==> config.mk <==
export PLATFORM = sky130hd
export DESIGN_NAME = gtc_timer
export DESIGN_NICKNAME = d
export VERILOG_FILES = /design/src/design/gtc_pkg.sv /design/src/design/gtc_timer.sv
export SDC_FILE = /design/constraint.sdc
export NUM_CORES = 1
export LEC_CHECK = 0
export BUFFER_PORTS_ARGS = -buffer_cell sky130_fd_sc_hd__buf_2
export CAP_MARGIN = 20
export CORE_MARGIN = 8
export CORE_UTILIZATION = 52
export DETAILED_ROUTE_END_ITERATION = 7
export PLACE_DENSITY = 0.88
export SLEW_MARGIN = 0
export SYNTH_ARGS = -nofsm -noshare
export SYNTH_HDL_FRONTEND = slang
export SYNTH_SLANG_ARGS = --single-unit
==> constraint.sdc <==
create_clock -name CLK_SYS -period 2.6 [get_ports CLK_SYS]
set_input_delay 0.78 -clock CLK_SYS [delete_from_list [all_inputs] [get_ports CLK_SYS]]
set_output_delay 0.78 -clock CLK_SYS [all_outputs]
set_load 0.05 [all_outputs]
==> src/design/gtc_pkg.sv <==
package gtc_pkg;

	// ----------------------------------------------------------------
	// register map (word index, byte address is index * 4)
	// ----------------------------------------------------------------
	localparam int          ADDR_W          = 12;
	localparam logic [9:0]  IDX_INT_CTRL    = 10'h00b;
	localparam logic [9:0]  IDX_IRQ_FLAGS   = 10'h00c;
	localparam logic [9:0]  IDX_COUNT_LO    = 10'h00e;
	localparam logic [9:0]  IDX_COUNT_HI    = 10'h00f;
	localparam logic [9:0]  IDX_TIMER_CTRL  = 10'h010;
	localparam logic [9:0]  IDX_IRQ_ENABLES = 10'h08c;

	// ----------------------------------------------------------------
	// field positions and reset values
	// ----------------------------------------------------------------
	localparam int          POS_OVF_FLAG    = 0;
	localparam int          POS_OVF_IE      = 0;
	localparam int          POS_PERIPH_IE   = 6;
	localparam int          POS_GLOBAL_IE   = 7;
	localparam logic [7:0]  RST_INT_CTRL    = 8'h00;
	localparam logic [6:0]  RST_TIMER_CTRL  = 7'h00;
	localparam logic [15:0] RST_COUNT       = 16'h0000;
	localparam logic [15:0] COUNT_MAX       = 16'hffff;
	localparam logic [2:0]  RST_PRESCALE    = 3'h0;

	// ----------------------------------------------------------------
	// timing
	// ----------------------------------------------------------------
	localparam int          OSC_PER_INSTR   = 4;
	localparam logic [1:0]  INSTR_DIV_LAST  = 2'(OSC_PER_INSTR - 1);

	// ----------------------------------------------------------------
	// bus responses
	// ----------------------------------------------------------------
	localparam logic [1:0]  RESP_OKAY       = 2'h0;
	localparam logic [1:0]  RESP_SLVERR     = 2'h2;

	typedef enum logic [1:0] {
		GTC_DIV1 = 2'h0,
		GTC_DIV2 = 2'h1,
		GTC_DIV4 = 2'h2,
		GTC_DIV8 = 2'h3
	} gtc_prescale_t;

	// timer_control, bit 7 unimplemented
	typedef struct packed {
		logic          gate_enable;
		gtc_prescale_t prescale_select;
		logic          lp_osc_enable;
		logic          sync_bypass;
		logic          clock_source_select;
		logic          run_control;
	} gtc_ctrl_t;

endpackage

==> src/design/gtc_timer.sv <==
// Summary of operation
// - count wraps FFFFh to 0000h, setting overflow flag
// - source select: external rising edge or osc/4
// - external edge counts only after a falling edge
// - sync bypass chooses unsynchronised external counting
// - gate enable: count only while gate pin low
// - run control starts and stops counting
// - prescaler divides by 1, 2, 4 or 8
// - prescaler hidden, cleared on count byte write
// - low-power oscillator only with internal oscillator
// - oscillator on forces pin directions and reads; no pins are forced here, only LP_OSC_ON is raised
// - asynchronous counter runs and wakes during sleep
// - sleep stops timer and synchronised counter modes
// - wake on overflow with run and enables
// - interrupt needs all three enables; software clears
// - count byte reads are always valid values
// - control top bit reads zero, ignores writes
// - power-on clears registers; other resets keep count
//
// Added by the designer: the AXI4-Lite interface to the registers.
`timescale 1ns/10ps
`default_nettype none
module gtc_timer
	import gtc_pkg::*;
(
	input  wire logic                      CLK_SYS,          // 250 MHz system clock
	input  wire logic                      RST_N,            // power-on reset, async
	input  wire logic                      OTHER_RST,        // other reset, sync pulse
	input  wire logic                      SLEEP,            // core is sleeping
	input  wire logic                      INTERNAL_OSCILLATOR_NO_CLKOUT, // internal osc w/o clock out
	input  wire logic                      EXT_CLOCK_PIN,    // external clock / osc pin
	input  wire logic                      GATE_PIN_N,       // gate pin, active low
	input  wire logic [gtc_pkg::ADDR_W-1:0] S_AXI_AWADDR,    // write address
	input  wire logic                      S_AXI_AWVALID,    // write address valid
	output logic                           S_AXI_AWREADY,    // write address ready
	input  wire logic [31:0]               S_AXI_WDATA,      // write data
	input  wire logic [3:0]                S_AXI_WSTRB,      // write strobes
	input  wire logic                      S_AXI_WVALID,     // write data valid
	output logic                           S_AXI_WREADY,     // write data ready
	output logic [1:0]                     S_AXI_BRESP,      // write response
	output logic                           S_AXI_BVALID,     // write response valid
	input  wire logic                      S_AXI_BREADY,     // write response ready
	input  wire logic [gtc_pkg::ADDR_W-1:0] S_AXI_ARADDR,    // read address
	input  wire logic                      S_AXI_ARVALID,    // read address valid
	output logic                           S_AXI_ARREADY,    // read address ready
	output logic [31:0]                    S_AXI_RDATA,      // read data
	output logic [1:0]                     S_AXI_RRESP,      // read response
	output logic                           S_AXI_RVALID,     // read data valid
	input  wire logic                      S_AXI_RREADY,     // read data ready
	output logic                           IRQ,              // interrupt request to core
	output logic                           WAKE,             // wake request to core
	output logic                           LP_OSC_ON         // lp osc runs; no pins forced here
);

	// ----------------------------------------------------------------
	// state
	// ----------------------------------------------------------------
	gtc_ctrl_t                 ctrl_q, ctrl_d;
	logic [7:0]                intc_q, intc_d;
	logic                      flag_q, flag_d;
	logic                      ie_q, ie_d;
	logic [15:0]               cnt_q, cnt_d;
	logic [2:0]                pre_q, pre_d;
	logic [1:0]                idiv_q;
	logic                      ext_s1_q, ext_s2_q, ext_prev_q, armed_q;
	logic                      gate_s1_q, gate_s2_q;
	logic                      tog_q, sy1_q, sy2_q, sy3_q;
	logic                      aw_full_q, w_full_q;
	logic [ADDR_W-1:0]         aw_addr_q;
	logic [7:0]                w_data_q;
	logic                      w_lane0_q;
	logic                      aw_full_d, w_full_d, bvalid_d, rvalid_d;

	// ----------------------------------------------------------------
	// bus decode
	// ----------------------------------------------------------------
	wire        aw_take   = S_AXI_AWVALID & S_AXI_AWREADY;
	wire        w_take    = S_AXI_WVALID & S_AXI_WREADY;
	wire        ar_take   = S_AXI_ARVALID & S_AXI_ARREADY;
	wire        do_write  = aw_full_q & w_full_q & ~S_AXI_BVALID;
	wire [9:0]  wr_idx    = aw_addr_q[ADDR_W-1:2];
	wire [9:0]  rd_idx    = S_AXI_ARADDR[ADDR_W-1:2];
	wire        wr_en     = do_write & w_lane0_q;
	wire        wr_intc   = wr_en & (wr_idx == IDX_INT_CTRL);
	wire        wr_flags  = wr_en & (wr_idx == IDX_IRQ_FLAGS);
	wire        wr_lo     = wr_en & (wr_idx == IDX_COUNT_LO);
	wire        wr_hi     = wr_en & (wr_idx == IDX_COUNT_HI);
	wire        wr_ctrl   = wr_en & (wr_idx == IDX_TIMER_CTRL);
	wire        wr_ie     = wr_en & (wr_idx == IDX_IRQ_ENABLES);
	wire        wr_hit    = (wr_idx == IDX_INT_CTRL) | (wr_idx == IDX_IRQ_FLAGS)
	                      | (wr_idx == IDX_COUNT_LO) | (wr_idx == IDX_COUNT_HI)
	                      | (wr_idx == IDX_TIMER_CTRL) | (wr_idx == IDX_IRQ_ENABLES);
	wire        rd_hit    = (rd_idx == IDX_INT_CTRL) | (rd_idx == IDX_IRQ_FLAGS)
	                      | (rd_idx == IDX_COUNT_LO) | (rd_idx == IDX_COUNT_HI)
	                      | (rd_idx == IDX_TIMER_CTRL) | (rd_idx == IDX_IRQ_ENABLES);
	// single clock domain: the byte read is always a settled value
	wire [7:0]  rd_byte   = (rd_idx == IDX_INT_CTRL)    ? intc_q
	                      : (rd_idx == IDX_IRQ_FLAGS)   ? {7'h00, flag_q}
	                      : (rd_idx == IDX_COUNT_LO)    ? cnt_q[7:0]
	                      : (rd_idx == IDX_COUNT_HI)    ? cnt_q[15:8]
	                      : (rd_idx == IDX_TIMER_CTRL)  ? {1'b0, ctrl_q}
	                      : (rd_idx == IDX_IRQ_ENABLES) ? {7'h00, ie_q}
	                      : 8'h00;

	// ----------------------------------------------------------------
	// count enables and clock sources
	// ----------------------------------------------------------------
	wire        ext_sel   = ctrl_q.clock_source_select;
	wire        async_ext = ext_sel & ctrl_q.sync_bypass;
	wire        gate_ok   = ~ctrl_q.gate_enable | ~gate_s2_q;
	wire        sleep_ok  = ~SLEEP | async_ext;
	wire        cnt_en    = ctrl_q.run_control & gate_ok & sleep_ok;
	wire        itick     = (idiv_q == INSTR_DIV_LAST);
	wire        ext_fall  = ext_prev_q & ~ext_s2_q;
	wire        ext_rise  = ~ext_prev_q & ext_s2_q & armed_q;
	wire        src_pulse = cnt_en & (ext_sel ? ext_rise : itick);
	wire [2:0]  pre_mask  = (ctrl_q.prescale_select == GTC_DIV8) ? 3'h7
	                      : (ctrl_q.prescale_select == GTC_DIV4) ? 3'h3
	                      : (ctrl_q.prescale_select == GTC_DIV2) ? 3'h1
	                      : 3'h0;
	wire        pre_tick  = src_pulse & ((pre_q & pre_mask) == pre_mask);
	wire        sync_path = ext_sel & ~ctrl_q.sync_bypass;
	wire        sy_pulse  = sy2_q ^ sy3_q;
	wire        inc       = sync_path ? (sy_pulse & cnt_en) : pre_tick;
	wire        wrap      = inc & (cnt_q == COUNT_MAX);
	wire        lp_on     = ctrl_q.lp_osc_enable & INTERNAL_OSCILLATOR_NO_CLKOUT;

	// ----------------------------------------------------------------
	// next state
	// ----------------------------------------------------------------
	always_comb begin
		cnt_d = cnt_q;
		if (inc) begin
			cnt_d = cnt_q + 16'h0001;
		end
		if (wr_lo) begin
			cnt_d[7:0] = w_data_q;
		end
		if (wr_hi) begin
			cnt_d[15:8] = w_data_q;
		end
	end

	always_comb begin
		pre_d = pre_q;
		if (wr_lo | wr_hi) begin
			pre_d = RST_PRESCALE;
		end else if (src_pulse) begin
			pre_d = pre_q + 3'h1;
		end
	end

	// hardware set wins over a software clear in the same cycle
	assign flag_d = wrap | (wr_flags ? w_data_q[POS_OVF_FLAG] : flag_q);
	assign ctrl_d = wr_ctrl ? gtc_ctrl_t'(w_data_q[6:0]) : ctrl_q;
	assign intc_d = wr_intc ? w_data_q : intc_q;
	assign ie_d   = wr_ie ? w_data_q[POS_OVF_IE] : ie_q;

	assign aw_full_d = (aw_full_q | aw_take) & ~do_write;
	assign w_full_d  = (w_full_q | w_take) & ~do_write;
	assign bvalid_d  = do_write | (S_AXI_BVALID & ~S_AXI_BREADY);
	assign rvalid_d  = ar_take | (S_AXI_RVALID & ~S_AXI_RREADY);

	// ----------------------------------------------------------------
	// registers kept over other resets
	// ----------------------------------------------------------------
	always_ff @(posedge CLK_SYS or negedge RST_N) begin
		if (!RST_N) begin
			ctrl_q <= gtc_ctrl_t'(RST_TIMER_CTRL);
			cnt_q  <= RST_COUNT;
			pre_q  <= RST_PRESCALE;
		end else begin
			ctrl_q <= ctrl_d;
			cnt_q  <= cnt_d;
			pre_q  <= pre_d;
		end
	end

	// ----------------------------------------------------------------
	// registers cleared by other resets too, except int control bit 0
	// ----------------------------------------------------------------
	always_ff @(posedge CLK_SYS or negedge RST_N) begin
		if (!RST_N) begin
			intc_q <= RST_INT_CTRL;
			flag_q <= 1'b0;
			ie_q   <= 1'b0;
		end else if (OTHER_RST) begin
			intc_q <= {RST_INT_CTRL[7:1], intc_q[0]};
			flag_q <= 1'b0;
			ie_q   <= 1'b0;
		end else begin
			intc_q <= intc_d;
			flag_q <= flag_d;
			ie_q   <= ie_d;
		end
	end

	// ----------------------------------------------------------------
	// pin synchronisers, edge arming, instruction clock divider
	// ----------------------------------------------------------------
	always_ff @(posedge CLK_SYS or negedge RST_N) begin
		if (!RST_N) begin
			ext_s1_q   <= 1'b0;
			ext_s2_q   <= 1'b0;
			ext_prev_q <= 1'b0;
			gate_s1_q  <= 1'b1;
			gate_s2_q  <= 1'b1;
			armed_q    <= 1'b0;
			idiv_q     <= 2'h0;
		end else begin
			ext_s1_q   <= EXT_CLOCK_PIN;
			ext_s2_q   <= ext_s1_q;
			ext_prev_q <= ext_s2_q;
			gate_s1_q  <= GATE_PIN_N;
			gate_s2_q  <= gate_s1_q;
			armed_q    <= (armed_q | ext_fall) & ext_sel & ctrl_q.run_control;
			idiv_q     <= itick ? 2'h0 : idiv_q + 2'h1;
		end
	end

	// ----------------------------------------------------------------
	// synchronised counter path: toggle, two stages, edge pulse
	// ----------------------------------------------------------------
	always_ff @(posedge CLK_SYS or negedge RST_N) begin
		if (!RST_N) begin
			tog_q <= 1'b0;
			sy1_q <= 1'b0;
			sy2_q <= 1'b0;
			sy3_q <= 1'b0;
		end else begin
			tog_q <= tog_q ^ (pre_tick & sync_path);
			sy1_q <= tog_q;
			sy2_q <= sy1_q;
			sy3_q <= sy2_q;
		end
	end

	// ----------------------------------------------------------------
	// outputs to core and pins
	// ----------------------------------------------------------------
	always_ff @(posedge CLK_SYS or negedge RST_N) begin
		if (!RST_N) begin
			IRQ       <= 1'b0;
			WAKE      <= 1'b0;
			LP_OSC_ON <= 1'b0;
		end else begin
			IRQ       <= flag_q & ie_q & intc_q[POS_PERIPH_IE] & intc_q[POS_GLOBAL_IE];
			WAKE      <= ctrl_q.run_control & flag_q & ie_q & intc_q[POS_PERIPH_IE];
			LP_OSC_ON <= lp_on;
		end
	end

	// ----------------------------------------------------------------
	// bus slave
	// ----------------------------------------------------------------
	always_ff @(posedge CLK_SYS or negedge RST_N) begin
		if (!RST_N) begin
			aw_full_q     <= 1'b0;
			w_full_q      <= 1'b0;
			aw_addr_q     <= '0;
			w_data_q      <= 8'h00;
			w_lane0_q     <= 1'b0;
			S_AXI_AWREADY <= 1'b0;
			S_AXI_WREADY  <= 1'b0;
			S_AXI_BVALID  <= 1'b0;
			S_AXI_BRESP   <= RESP_OKAY;
			S_AXI_ARREADY <= 1'b0;
			S_AXI_RVALID  <= 1'b0;
			S_AXI_RDATA   <= 32'h0000_0000;
			S_AXI_RRESP   <= RESP_OKAY;
		end else begin
			aw_full_q     <= aw_full_d;
			w_full_q      <= w_full_d;
			S_AXI_AWREADY <= ~aw_full_d & ~bvalid_d;
			S_AXI_WREADY  <= ~w_full_d & ~bvalid_d;
			S_AXI_BVALID  <= bvalid_d;
			S_AXI_ARREADY <= ~rvalid_d;
			S_AXI_RVALID  <= rvalid_d;
			if (aw_take) begin
				aw_addr_q <= S_AXI_AWADDR;
			end
			if (w_take) begin
				w_data_q  <= S_AXI_WDATA[7:0];
				w_lane0_q <= S_AXI_WSTRB[0];
			end
			if (do_write) begin
				S_AXI_BRESP <= wr_hit ? RESP_OKAY : RESP_SLVERR;
			end
			if (ar_take) begin
				S_AXI_RDATA <= {24'h000000, rd_byte};
				S_AXI_RRESP <= rd_hit ? RESP_OKAY : RESP_SLVERR;
			end
		end
	end

	wire no_cnt_wr = ~wr_lo & ~wr_hi;
endmodule
`default_nettype wire
* Yosys cells after proc, flatten, opt, wreduce, memory -nomap -nowiden *
Index checks and enable logic that the tools add are counted.

operators by class
  equality and inequality tests = 18
  bitwise logic cells = 76
  reduce and logical (&&, ||, !) cells = 6
  add/subtract/negate cells = 3
  mux-type cells = 25

operators with widths
  operator                 number
  $eq A10 B4 Y1 const B    8
  $mux W8                  8
  $and A1 B1 Y1            39
  $eq A10 B5 Y1 const B    2
  $eq A10 B8 Y1 const B    2
  $or A1 B1 Y1             19
  $add A16 B1 Y16 const B  1
  $eq A16 B16 Y1 const B   1
  $mux W16                 1
  $not A1 Y1               15
  $reduce_bool A2 Y1       5
  $mux W3                  3
  $mux W1                  8
  $mux W2                  4
  $mux W7                  1
  $eq A2 B2 Y1 const B     3
  $add A3 B1 Y3 const B    1
  $and A3 B3 Y3            1
  $eq A3 B3 Y1             1
  $add A2 B1 Y2 const B    1
  $eq A2 B1 Y1 const B     1
  $reduce_and A2 Y1        1
  $xor A1 B1 Y1            2

storage, ports and cells
  word-level logic and storage cells = 168
  bits in registers = 91

* Depth between registers and ports, before layout *
Gate-level depths: netlist of run 1.

  depth in word-level cells = 11
  depth in mapped cells = 9
  gate-level depth less buffers = 7

* Worst setup path after synthesis of run 1 *
No wires, ideal clock.

  path kind = input to register
  start point = in S_AXI_ARADDR[11] (netlist name)
  end point = reg S_AXI_RDATA[6]
  path slack = 0.220 ns
  setup time = 0.082 ns
  stages = 7
  arrival time = 2.297 ns
  data required time = 2.518 ns
  cells stage by stage = or4_4 > nor4b_4 > and3_1 > buf_6 > a21boi_2 > a21oi_1 > o22ai_1

on the way
  word-level cells in the longest chain between the ends = 6
  elaborated cells on any way between the ends = 10
  classes of those cells = 5 x eq/ne; 5 x mux

ends and longest elaborated chain
  item                    RTL line          text
  start: declaration      gtc_timer.sv:43   input wire logic [gtc_pkg::ADDR_W-1:0] S_AXI_ARADDR,
  $eq A10 B5 Y1           gtc_timer.sv:101  : (rd_idx == IDX_TIMER_CTRL) ? {1'b0, ctrl_q}
  $mux W7                 gtc_timer.sv:101
  $mux W8                 gtc_timer.sv:100  : (rd_idx == IDX_COUNT_HI) ? cnt_q[15:8]
  $mux W8                 gtc_timer.sv:99   : (rd_idx == IDX_COUNT_LO) ? cnt_q[7:0]
  $mux W8                 gtc_timer.sv:98   : (rd_idx == IDX_IRQ_FLAGS) ? {7'h00, flag_q}
  $mux W8 (*)             gtc_timer.sv:97   wire [7:0] rd_byte = (rd_idx == IDX_INT_CTRL) ? intc_q
  end signal: assignment  gtc_timer.sv:290  S_AXI_RDATA <= {24'h000000, rd_byte};
  end: declaration        gtc_timer.sv:46   output logic [31:0] S_AXI_RDATA,

Mark *: on every way between the ends. The rest lies on a longest branch, timed or not.
A chain may end at the register's enable or synchronous reset.

* Worst setup path after layout of run 1 *
Ends and elaborated chain as after synthesis.

==> results.txt, run 1 <==
The setup path with the least slack is of type in -> reg. The area share of the largest cell type after synthesis came out at 50.33%. The tightest min-delay check is of the reg -> reg type.

The ratio of final minimum period to clock period is 83.77%. The worst setup path is captured at a flip-flop. Once layout is complete, the utilization of the core stands at 59.05%. The power per cell area came out at 810.8 nW/um^2.

Of the total synthesized cell area, the portion taken by AND, OR, NAND and NOR gates is 16.34%. Synthesis inferred 87 register bits. The post-synthesis area per instance is 10.49 um^2. Setup repair after global routing left no endpoint under its margin. The via count is 3139. The critical path goes through buf_2 > or4_4 > nor4b_4 > and3_1 > a21boi_2 > a21oi_1 > o22ai_1. The post-route setup TNS is 0 ns.

The worst hold path was traced through 0 stages. At the pin with the least slew margin, the transition time is 0.7381 ns. The arrival time of the worst setup path is 2.46 ns.

The layout-stage area growth over the synthesis result came out at 12.49%. In the final routed layout, each cell accounts on average for 16.39 um. The maximum resistive drop on vdd is 0.6445 mV. The cell count after synthesis came out at 403. The DRC violation total after the first TritonRoute iteration came out at 179. The boundary pin count is 116. The final cell count without fillers came out at 577. In the final layout, the multi-input gates occupy 1864 um^2. In this design, the stage delay of the slowest critical-path cell is 0.54 ns.

The count of unresolved DRC violations after routing came out at 0. The floorplan step defined a core boundary enclosing 8051 um^2. The number of global-route vias before repair is 3221. Routability-driven placement finished with a final weighted congestion of 0.9532. The total setup violations reported at the end of the flow is 0. Counting flops with an async set or reset pin after synthesis yields a share of 100.0%. The slowest stage of the critical path belongs to the cell sky130_fd_sc_hd__or4_4.

The run finished with clean final reports. The shortest period the worst path allows is 2.178 ns. During synthesis, Yosys emitted a total of 0 warnings. Fill cells in the final layout number 699. The final layout contains routed wiring with a total length of 9456 um. The count of cells resized by post-cts repair came out at 0. The level count of the clock H-tree is 3. The die is 106.2 um wide.

Among all cell types in the netlist, the one instantiated most often is sky130_fd_sc_hd__dfrtp_1. The cell leakage power is 2.102 nW. The register cell area after layout came out at 2180 um^2.

The pin count of the biggest net entering global routing is 49. The share of the synthesized area in compound gates (AO/OA/AOI/OAI) came out at 10.57%. The xor/xnor share of the synthesized area came out at 3.937%. The iteration count of the initial detailed-routing pass is 4. The post-synthesis cell type count came out at 51. The multiplexer area fraction after synthesis is 10.07%. The number of clock buffers inserted by TritonCTS came out at 9. The maximum clock frequency came out at 459.2 MHz.

The number of hold buffers added after CTS came out at 0. Yosys attributes the largest share of cell area to sky130_fd_sc_hd__dfrtp_1, sky130_fd_sc_hd__mux2_2, sky130_fd_sc_hd__buf_4. The number of nets in the final layout came out at 542. The proportion of synthesized chip area in sequential cells came out at 51.57%. The height of the die is 106.2 um. The total placed instance area is 4563 um^2. The endpoint of the most critical register-to-register path is pre_q[1].

The number of enable-type register cells in the synthesized netlist is 0. The tree is rooted in a sky130_fd_sc_hd__clkbuf_8. The later-pin clock latency in the skew report came out at 0.36 ns. Across the routed clock network, the largest skew measured is 0.009947 ns. In the global route stage, overall resource usage came out at 17.47%. Of all cell types, the one taking the most synthesized area is sky130_fd_sc_hd__dfrtp_1. The overall overflow remaining after global route came out at 0. In the synthesized netlist, the cells that appear most often are sky130_fd_sc_hd__dfrtp_1, sky130_fd_sc_hd__nor2_1, sky130_fd_sc_hd__a21oi_1, sky130_fd_sc_hd__nand2_1, sky130_fd_sc_hd__mux2_2. 0 antenna diodes ended up in the layout. With fillers left out, the area of the finished cells amounts to 4755 um^2. The count of final max-slew check failures came out at 0. The depth of the most critical reg-to-reg path is 6. The final count of hold timing violations is 0. The standard-cell row count came out at 33. Together, buffers and inverters on the worst path number 1. The data required time at the worst endpoint is 2.88 ns. The clock net in this run drives a total of 87 sinks.

The highest net fanout along the worst path is 5. Across the run, the number of max-cap violations was 0. The source of the worst hold timing path is ext_s1_q. The clock-pin slew on the worst setup and hold paths is 0.08 ns. In the routed layout, each cell is associated on average with a via count of 5.440. The CTS tree is done. The slack of the worst reg-to-reg path came out at 0.49 ns. The global-route wire length before repair came out at 15810 um. Broken down by cell family, the worst path's largest delay share belongs to simple AND/OR/NAND/NOR gates. The worst setup path is launched from a primary input. The post-detailed-placement half-perimeter wirelength is 7144 um.

The arithmetic-cell share of the synthesized area counting full adders, half adders and majority gates came out at 0.8881%. The relative slew slack came out at 50.50%. The post-synthesis instance area came out at 4227 um^2. The fraction of final layout cells sized beyond drive strength 1 came out at 25.64%. The number of post-CTS setup repair buffers is 0.

The detail route stage leaves a number of antenna-violating nets equal to 0. The area of the die came out at 11270 um^2. Counting along the longest clock path gives a buffer depth of 2. Counting tap cells, the placed design contains a total of 561 instances. In this run the critical register-to-register path is launched from aw_addr_q[7]. The count of buffers from port buffering came out at 58.

The most used flip-flop cell after synthesis is sky130_fd_sc_hd__dfrtp_1. The dominant combinational cell family by area after synthesis is simple AND/OR/NAND/NOR gates. The initial cell density of the core came out at 52.49%.

The initial antenna violation count came out at 0. For hold timing, the worst endpoint is ext_s2_q.
[through the flow]
| step | setup slack (ns) | hold slack (ns) | power [W] |
|---|---|---|---|
| finish | 0.4221 | 0.3513 | 0.003855 |
| global route | 0.2899 | 0.3651 | 0.004058 |
| detailed placement | 0.06894 | 0.3356 | 0.002976 |
| global placement | 0.08950 | 0.3333 | 0.002927 |
| floorplan | 0.2203 | 0.3312 | 0.002668 |
| CTS | 0.4485 | 0.3549 | 0.003874 |
[final cells by class]
type | count | share of cell area [%]
clock buffers | 11 | 3.184
inverters | 8 | 0.6316
multi-input cells | 296 | 39.21
repair buffers | 65 | 7.526
flip-flops and latches | 87 | 45.84
clock inverters | 5 | 0.8421
well taps | 105 | 2.763
[worst max path at each step]
stage	from	endpoint	slack, ns	cells after the start
after CTS	S_AXI_ARADDR[11]	S_AXI_RDATA[3]	0.45	6
after global routing	S_AXI_ARADDR[11]	S_AXI_RDATA[5]	0.29	6
after floorplan	S_AXI_ARADDR[11]	S_AXI_RDATA[6]	0.22	7
after detailed placement	S_AXI_ARADDR[11]	S_AXI_RDATA[3]	0.07	6
final	S_AXI_ARADDR[11]	S_AXI_RDATA[6]	0.42	7
after global placement	S_AXI_ARADDR[11]	S_AXI_RDATA[3]	0.09	6
[logic make-up after synthesis]
logic type | after synthesis
buffers and inverters | 45
muxes | 39
and+or+nand+nor | 132
DFF | 87
adders and majority gates | 3
other | 1
xor gates and xnor gates | 19
AOI/OAI and AO/OA | 77
[layer usage]
metal	GRT usage [%]	wire length [um]
met3	4.356	619
met5	0	0
met4	7.136	152
met2	28.37	4588
met1	21.85	4097
[layout by cell type (no fill, tap or decap), types with 4 or more instances in the layout]
master                     Yosys  final
sky130_fd_sc_hd__o21ai_0      24     24
sky130_fd_sc_hd__mux2_2       28     28
sky130_fd_sc_hd__and3_1        4      4
sky130_fd_sc_hd__a21oi_1      30     30
sky130_fd_sc_hd__nand4_1       4      4
sky130_fd_sc_hd__clkbuf_8      0     11
sky130_fd_sc_hd__dfrtp_1      85     85
sky130_fd_sc_hd__nand2b_1      9      9
sky130_fd_sc_hd__nor2b_1       4      4
sky130_fd_sc_hd__mux2i_1      11     11
sky130_fd_sc_hd__o22ai_1       6      6
sky130_fd_sc_hd__buf_2         2     57
sky130_fd_sc_hd__nand2_1      30     30
sky130_fd_sc_hd__xor2_1       14     14
sky130_fd_sc_hd__buf_4        26      7
sky130_fd_sc_hd__nand3_1      14     14
sky130_fd_sc_hd__a22oi_1       6      6
sky130_fd_sc_hd__nor2_1       39     39
sky130_fd_sc_hd__conb_1        1     26
sky130_fd_sc_hd__inv_1         8      8
sky130_fd_sc_hd__xnor2_1       5      5
[power by group]
part	switching (W)	internal, W
Combinational	0.000644	0.000385
Sequential	0.000311	0.00162
Clock	0.000496	0.000404
Total	0.00145	0.00240
[sequential cells by signal, summed over array words and instances (netlist names), 2 cells and up]
| register | cells |
|---|---|
| pre_q | 3 |
| ctrl_q | 6 |
| cnt_q | 16 |
| aw_addr_q | 10 |
| intc_q | 8 |
| idiv_q | 2 |
| w_data_q | 8 |
| S_AXI_RDATA | 8 |
Power figures use the tool's default switching activity.
==> run 2: changes to the inputs <==
==> constraint.sdc (replaced) <==
create_clock -name CLK_SYS -period 2.1 [get_ports CLK_SYS]
set_input_delay 0.63 -clock CLK_SYS [delete_from_list [all_inputs] [get_ports CLK_SYS]]
set_output_delay 0.63 -clock CLK_SYS [all_outputs]
set_load 0.05 [all_outputs]
==> results.txt, run 2 (same netlist as run 1, synthesis figures left out) <==
The shortest period the worst path allows is 2.063 ns. The count of unresolved DRC violations after routing is 0. The standard-cell row count came out at 33. The path type of the worst setup path is in -> reg.

The transition time of the tightest slew-check pin came out at 0.5359 ns. The met2 wirelength from detailed routing is 4827 um. The power per cell area is 1003 nW/um^2. STA classifies the critical path endpoint as a flip-flop. In this run the clock root is driven by a sky130_fd_sc_hd__clkbuf_8. Measured against its own limit, the worst slew margin works out to 64.27%. The number of hold buffers added after CTS came out at 0.

The register with the most flip-flops in the final layout is cnt_q. The later-pin clock latency in the skew report came out at 0.37 ns. The number of antenna diodes is 0. The kind of start point of the critical path is a primary input. For the final database, setup skew stands at 0.008642 ns.

The maximum resistive drop on vdd is 0.7129 mV. The count of buffers from port buffering is 58. The placer congestion estimate came out at 0.9350.

The number of maximum-capacitance violations came out at 0. The detailed-route wire length is 9777 um. The delay of the slowest critical-path stage is 0.54 ns. The met3 routed wirelength is 667 um. The final layout contains 552 nets. The total global-route track usage is 17.40%. The highest net fanout along the worst path came out at 6. The slowest stage of the critical path is the sky130_fd_sc_hd__or4_4 cell.

The design draws 0.004910 W. The wire length the detailed router placed on met1 came out at 4175 um. The cell leakage power is 2.172 nW. The worst register-to-register path ends at intc_q[5]. The count of final max-slew check failures came out at 0. The DRC violation total after the first TritonRoute iteration came out at 203. Once the floorplan was initialized, standard cells occupied 52.49% of the core. Setup total negative slack on the finished layout was measured at 0 ns.

TritonCTS built the clock tree. The final count of hold timing violations came out at 0. The number of sinks driven by the clock tree came out at 87.

The antenna violation net count after detailed routing came out at 0. The clock-pin slew on the worst setup and hold paths is 0.08 ns. The initial antenna violation count is 0. Leaving out fill and tap cells, the most frequent cell in the layout is sky130_fd_sc_hd__dfrtp_1.

The via count came out at 3247. The maximum buffer depth of the clock tree came out at 2. The fraction of final layout cells sized beyond drive strength 1 came out at 28.22%. Setup violations remaining at the end of the flow were counted as 0. The number of clock buffers inserted by TritonCTS came out at 9. In the final routed layout, each cell accounts on average for 16.66 um. The largest registers in the layout are cnt_q: 16 flops, aw_addr_q: 10 flops. The global-route wire length before repair is 15680 um.

After legalization and detailed placement, the total HPWL measured 7279 um. The uppermost metal layer occupied by signal nets is met4. The worst path uses 98.22% of the clock period.

The slack of the worst reg-to-reg path came out at 0.19 ns. The boundary pin count came out at 116. The library cells used most frequently in the layout, excluding fill and tap cells, are sky130_fd_sc_hd__dfrtp_1, sky130_fd_sc_hd__buf_2, sky130_fd_sc_hd__nor2_1, sky130_fd_sc_hd__a21oi_1, sky130_fd_sc_hd__nand2_1.

The path class of the tightest hold or removal check is in -> async. The overall overflow remaining after global route is 0. Cells fill 60.78% of the core in the end. The maximum clock frequency is 484.8 MHz.

The area of the die is 11270 um^2. The critical register-to-register path startpoint is aw_addr_q[7]. The floorplan step defined a core boundary enclosing 8051 um^2. The layout-stage area growth over the synthesis result came out at 15.78%. Data on the critical path arrives at its endpoint at 2.33 ns.

Dividing the detail-routed via count by the number of cells gives 5.532. The depth of the most critical reg-to-reg path came out at 7. The pre-antenna-repair detailed-routing pass consisted of 5 iterations. Setup repair after global routing left no endpoint under its margin. The signal on the critical path passes through buf_2 > or4_4 > or3_2 > and2b_4 > a22oi_1 > o22ai_1. The height of the die is 106.2 um.

The flow ran to the end, and the final reports show no timing, DRC or antenna violations. The data required time at the worst endpoint is 2.37 ns. The number of global-route vias before repair came out at 3218. Entering global routing, the biggest net connects 43 pins. The level count of the clock H-tree is 3.

The die boundary width is 106.2 um. The number of flip-flops in the largest register is 16.
==> run 2: how the worst max path moves through the flow <==
stage	slack [ns]	end	startpoint	cells past startpoint
2_1_floorplan	-0.13	S_AXI_RDATA[6]	S_AXI_ARADDR[11]	7
3_3_place_gp	-0.27	S_AXI_RDATA[4]	S_AXI_ARADDR[11]	6
3_5_place_dp	-0.33	S_AXI_RDATA[5]	S_AXI_ARADDR[11]	8
4_1_cts	0.02	ctrl_q[2]	aw_addr_q[7]	5
5_1_grt	0.003	S_AXI_RDATA[5]	S_AXI_ARADDR[11]	6
6_report	0.04	S_AXI_RDATA[5]	S_AXI_ARADDR[11]	6
==> run 2: layer usage <==
metal / track usage [%] / up-vias
li1: - / 1513
met1: 21.98 / 1594
met2: 28.82 / 127
met3: 3.751 / 13
met4: 6.332 / 0
met5: 0 / -
==> run 2: cell type report <==
class,instances,area (um^2)
Clock buffer,12,155.1
Clock inverter,4,53.80
Fill cell,661,3158
Inverter,8,30.03
Multi-Input combinational cell,296,1898
Sequential cell,87,2180
Tap cell,105,131.4
Timing Repair Buffer,75,445.4
==> run 2: worst max-delay path, delay by kind of cell <==
kind	cells	cell delay, ns
buffers and inverters	1	0.09
and+or+nand+nor	3	1.29
AOI/OAI and AO/OA	2	0.31
==> run 2: where the power goes <==
| part | switching, W | internal (W) |
|---|---|---|
| clock | 0.000597 | 0.000619 |
| sequential | 0.000397 | 0.00200 |
| combinational | 0.000810 | 0.000486 |
| total | 0.00180 | 0.00311 |
==> run 2: metrics by stage <==
stage / worst slack (ns) / area (um^2) / hold slack [ns] / cells
after floorplan: -0.1297 / 4329 / 0.3312 / 428
after global placement: -0.2669 / 4659 / 0.3371 / 571
after detailed placement: -0.3324 / 4659 / 0.3381 / 571
after CTS: 0.02417 / 4868 / 0.2554 / 587
after global routing: 0.003251 / 4893 / 0.2828 / 587
final: 0.03747 / 4893 / 0.2439 / 587
==> run 2: what timing repair did <==
item | in CTS | in global routing
setup buffers | 0 | 0
gates resized for setup | 0 | 9
endpoints found under the setup margin | 0 | 28
endpoints found under the hold margin | 0 | 0
==> run 3: changes to the inputs <==
==> constraint.sdc (replaced) <==
create_clock -name CLK_SYS -period 2.3 [get_ports CLK_SYS]
set_input_delay 0.69 -clock CLK_SYS [delete_from_list [all_inputs] [get_ports CLK_SYS]]
set_output_delay 0.69 -clock CLK_SYS [all_outputs]
set_load 0.05 [all_outputs]
==> results.txt, run 3 (same netlist as run 1, synthesis figures left out) <==
The flow ran to the end, and the final reports show no timing, DRC or antenna violations. The clock reaches the later pin of the worst-skew pair after 0.35 ns. The utilization of the core after routing is 59.46%. The post-detailed-placement half-perimeter wirelength came out at 7371 um. cnt_q holds more flip-flops than any other register.

Leaving out fill and tap cells, the most frequent cell in the layout is sky130_fd_sc_hd__dfrtp_1. The total setup violations reported at the end of the flow came out at 0. The area of the die came out at 11270 um^2.

After layout, the worst setup slack is 0.1801 ns. The worst setup path is of the in -> reg kind. The root cell of the clock tree is sky130_fd_sc_hd__clkbuf_8. The pin count of the biggest net entering global routing is 35. From synthesis to final layout, the design area changed by 13.26%. The total instance count after detailed placement is 567. The number of global-route vias before repair came out at 3257. TritonCTS built the clock tree. The clock skew after layout is 0.008349 ns.

The number of sinks driven by the clock tree came out at 87. The clock-pin slew on the worst setup and hold paths came out at 0.08 ns. The standard cell core area is 8051 um^2. The count of buffers from port buffering is 58. Summed over all layers, the global routing overflow is 0. The number of clock buffers inserted by TritonCTS is 9. The maximum buffer depth of the clock tree came out at 2. The arrival time of the worst setup path is 2.36 ns.

The initial cell density of the core is 52.49%. The delay of the slowest critical-path stage came out at 0.54 ns. The initial antenna violation count is 0.

The level count of the clock H-tree came out at 3. The boundary pin count came out at 116. Detailed routing inserted a total of 3185 vias.

The data required time at the worst endpoint came out at 2.54 ns. The standard-cell row count is 33. The highest net fanout along the worst path came out at 4. The count of unresolved DRC violations after routing came out at 0. Dividing total power by cell area gives a power density of 918.9 nW/um^2. The number of hold buffers added after CTS came out at 0. Traced cell by cell, the critical path runs through buf_2 > or4_4 > nor4b_4 > buf_4 > o21ai_0 > a221oi_1 > nor2_1.

The number of maximum-capacitance violations came out at 0. In the layout the commonest cells are sky130_fd_sc_hd__dfrtp_1, sky130_fd_sc_hd__buf_2, sky130_fd_sc_hd__nor2_1, sky130_fd_sc_hd__a21oi_1, sky130_fd_sc_hd__nand2_1. The shortest period the worst path allows is 2.120 ns. Summed over all cells, the static leakage comes to 2.131 nW.

The total global-route track usage came out at 17.70%. The design draws 0.004399 W. The DRC violation total after the first TritonRoute iteration came out at 145.

The final cell count without fillers is 583. STA classifies the critical path endpoint as a flip-flop. The worst setup path is launched from a primary input. The die boundary width came out at 106.2 um. The final-layout worst hold slack is 0.2626 ns. The iteration count of the initial detailed-routing pass is 4. Setup repair after global routing left no endpoint under its margin. Once the clock tree was built, the resizer swapped 0 gates to a different size.

The slowest stage of the critical path belongs to the cell sky130_fd_sc_hd__or4_4. The final count of hold timing violations is 0. The number of fillers in the final layout came out at 664.

The path category of the worst min-delay check is in -> async. Timing would allow up to 471.7 MHz. Using the TritonRoute via totals, the vias-per-cell ratio works out to 5.463. The height of the die came out at 106.2 um.

The detailed-route wire length is 9611 um. The number of antenna diodes came out at 0. The count of final max-slew check failures is 0. The largest registers in the layout are cnt_q: 16 flops, aw_addr_q: 10 flops. The placer congestion estimate came out at 0.9362. The per-cell routed wire length came out at 16.49 um. The ratio of final minimum period to clock period is 92.17%. Post-CTS timing repair inserted 0 buffers for setup. The antenna violation net count after detailed routing came out at 0. The pre-CTS worst setup slack came out at -0.1737 ns. The relative slew slack came out at 66.95%. The register with the most flip-flops in the layout has 16 of them. The number of nets in the final layout is 548. For the pin with the worst max-slew slack, the measured transition is 0.4889 ns. The maximum resistive drop on vdd is 0.8030 mV. In the final layout, the share of cells above drive strength 1 is 25.94%.

The first global-routing pass estimated 15780 um of wire.
==> run 3: critical path, delay by kind of cell <==
| kind | cells | cell delay [ns] |
|---|---|---|
| AOI/OAI and AO/OA | 2 | 0.46 |
| buffers and inverters | 2 | 0.27 |
| and+or+nand+nor | 3 | 0.94 |
==> run 3: cell type report <==
| cell class | instances | area (um^2) | share of cell area, % |
|---|---|---|---|
| Multi-Input combinational cell | 296 | 1864 | 38.94 |
| Sequential cell | 87 | 2180 | 45.53 |
| Clock buffer | 13 | 148.9 | 3.110 |
| Tap cell | 105 | 131.4 | 2.744 |
| Timing Repair Buffer | 71 | 390.4 | 8.155 |
| Inverter | 8 | 30.03 | 0.6273 |
| Clock inverter | 3 | 42.54 | 0.8887 |
==> run 3: where the power goes <==
group / internal (W) / switching, W
Clock: 0.000532 / 0.000516
Sequential: 0.00183 / 0.000361
Combinational: 0.000436 / 0.000727
==> run 3: stage by stage <==
stage / setup TNS (ns) / area, um^2
after CTS: 0 / 4787
final: 0 / 4787
after global routing: 0 / 4787
after detailed placement: -0.9618 / 4596
after global placement: -0.6645 / 4596
after floorplan: 0 / 4320
==> run 3: worst paths after layout <==
path	start	endpoint	slack [ns]	cells after the start
hold reg to reg	gate_s1_q	gate_s2_q	0.36	0
hold / removal	RST_N	w_data_q[6]	0.26	1
setup / recovery	S_AXI_ARADDR[11]	S_AXI_RDATA[0]	0.18	7
min in group CLK_SYS	gate_s1_q	gate_s2_q	0.36	0
setup reg to reg	aw_addr_q[7]	ctrl_q[2]	0.21	5
max in group asynchronous	RST_N	gate_s2_q	1.37	2
==> run 3: per-layer routing <==
| layer | wire length (um) | share of wire, % | track usage [%] | vias to the layer above |
|---|---|---|---|---|
| met5 | 0 | 0 | 0 | - |
| met4 | 235 | 2.4 | 8.543 | 0 |
| met3 | 721 | 7.5 | 5.082 | 21 |
| met2 | 4679 | 49 | 28.51 | 118 |
| met1 | 3974 | 41 | 21.45 | 1541 |
| li1 | - | - | - | 1505 |
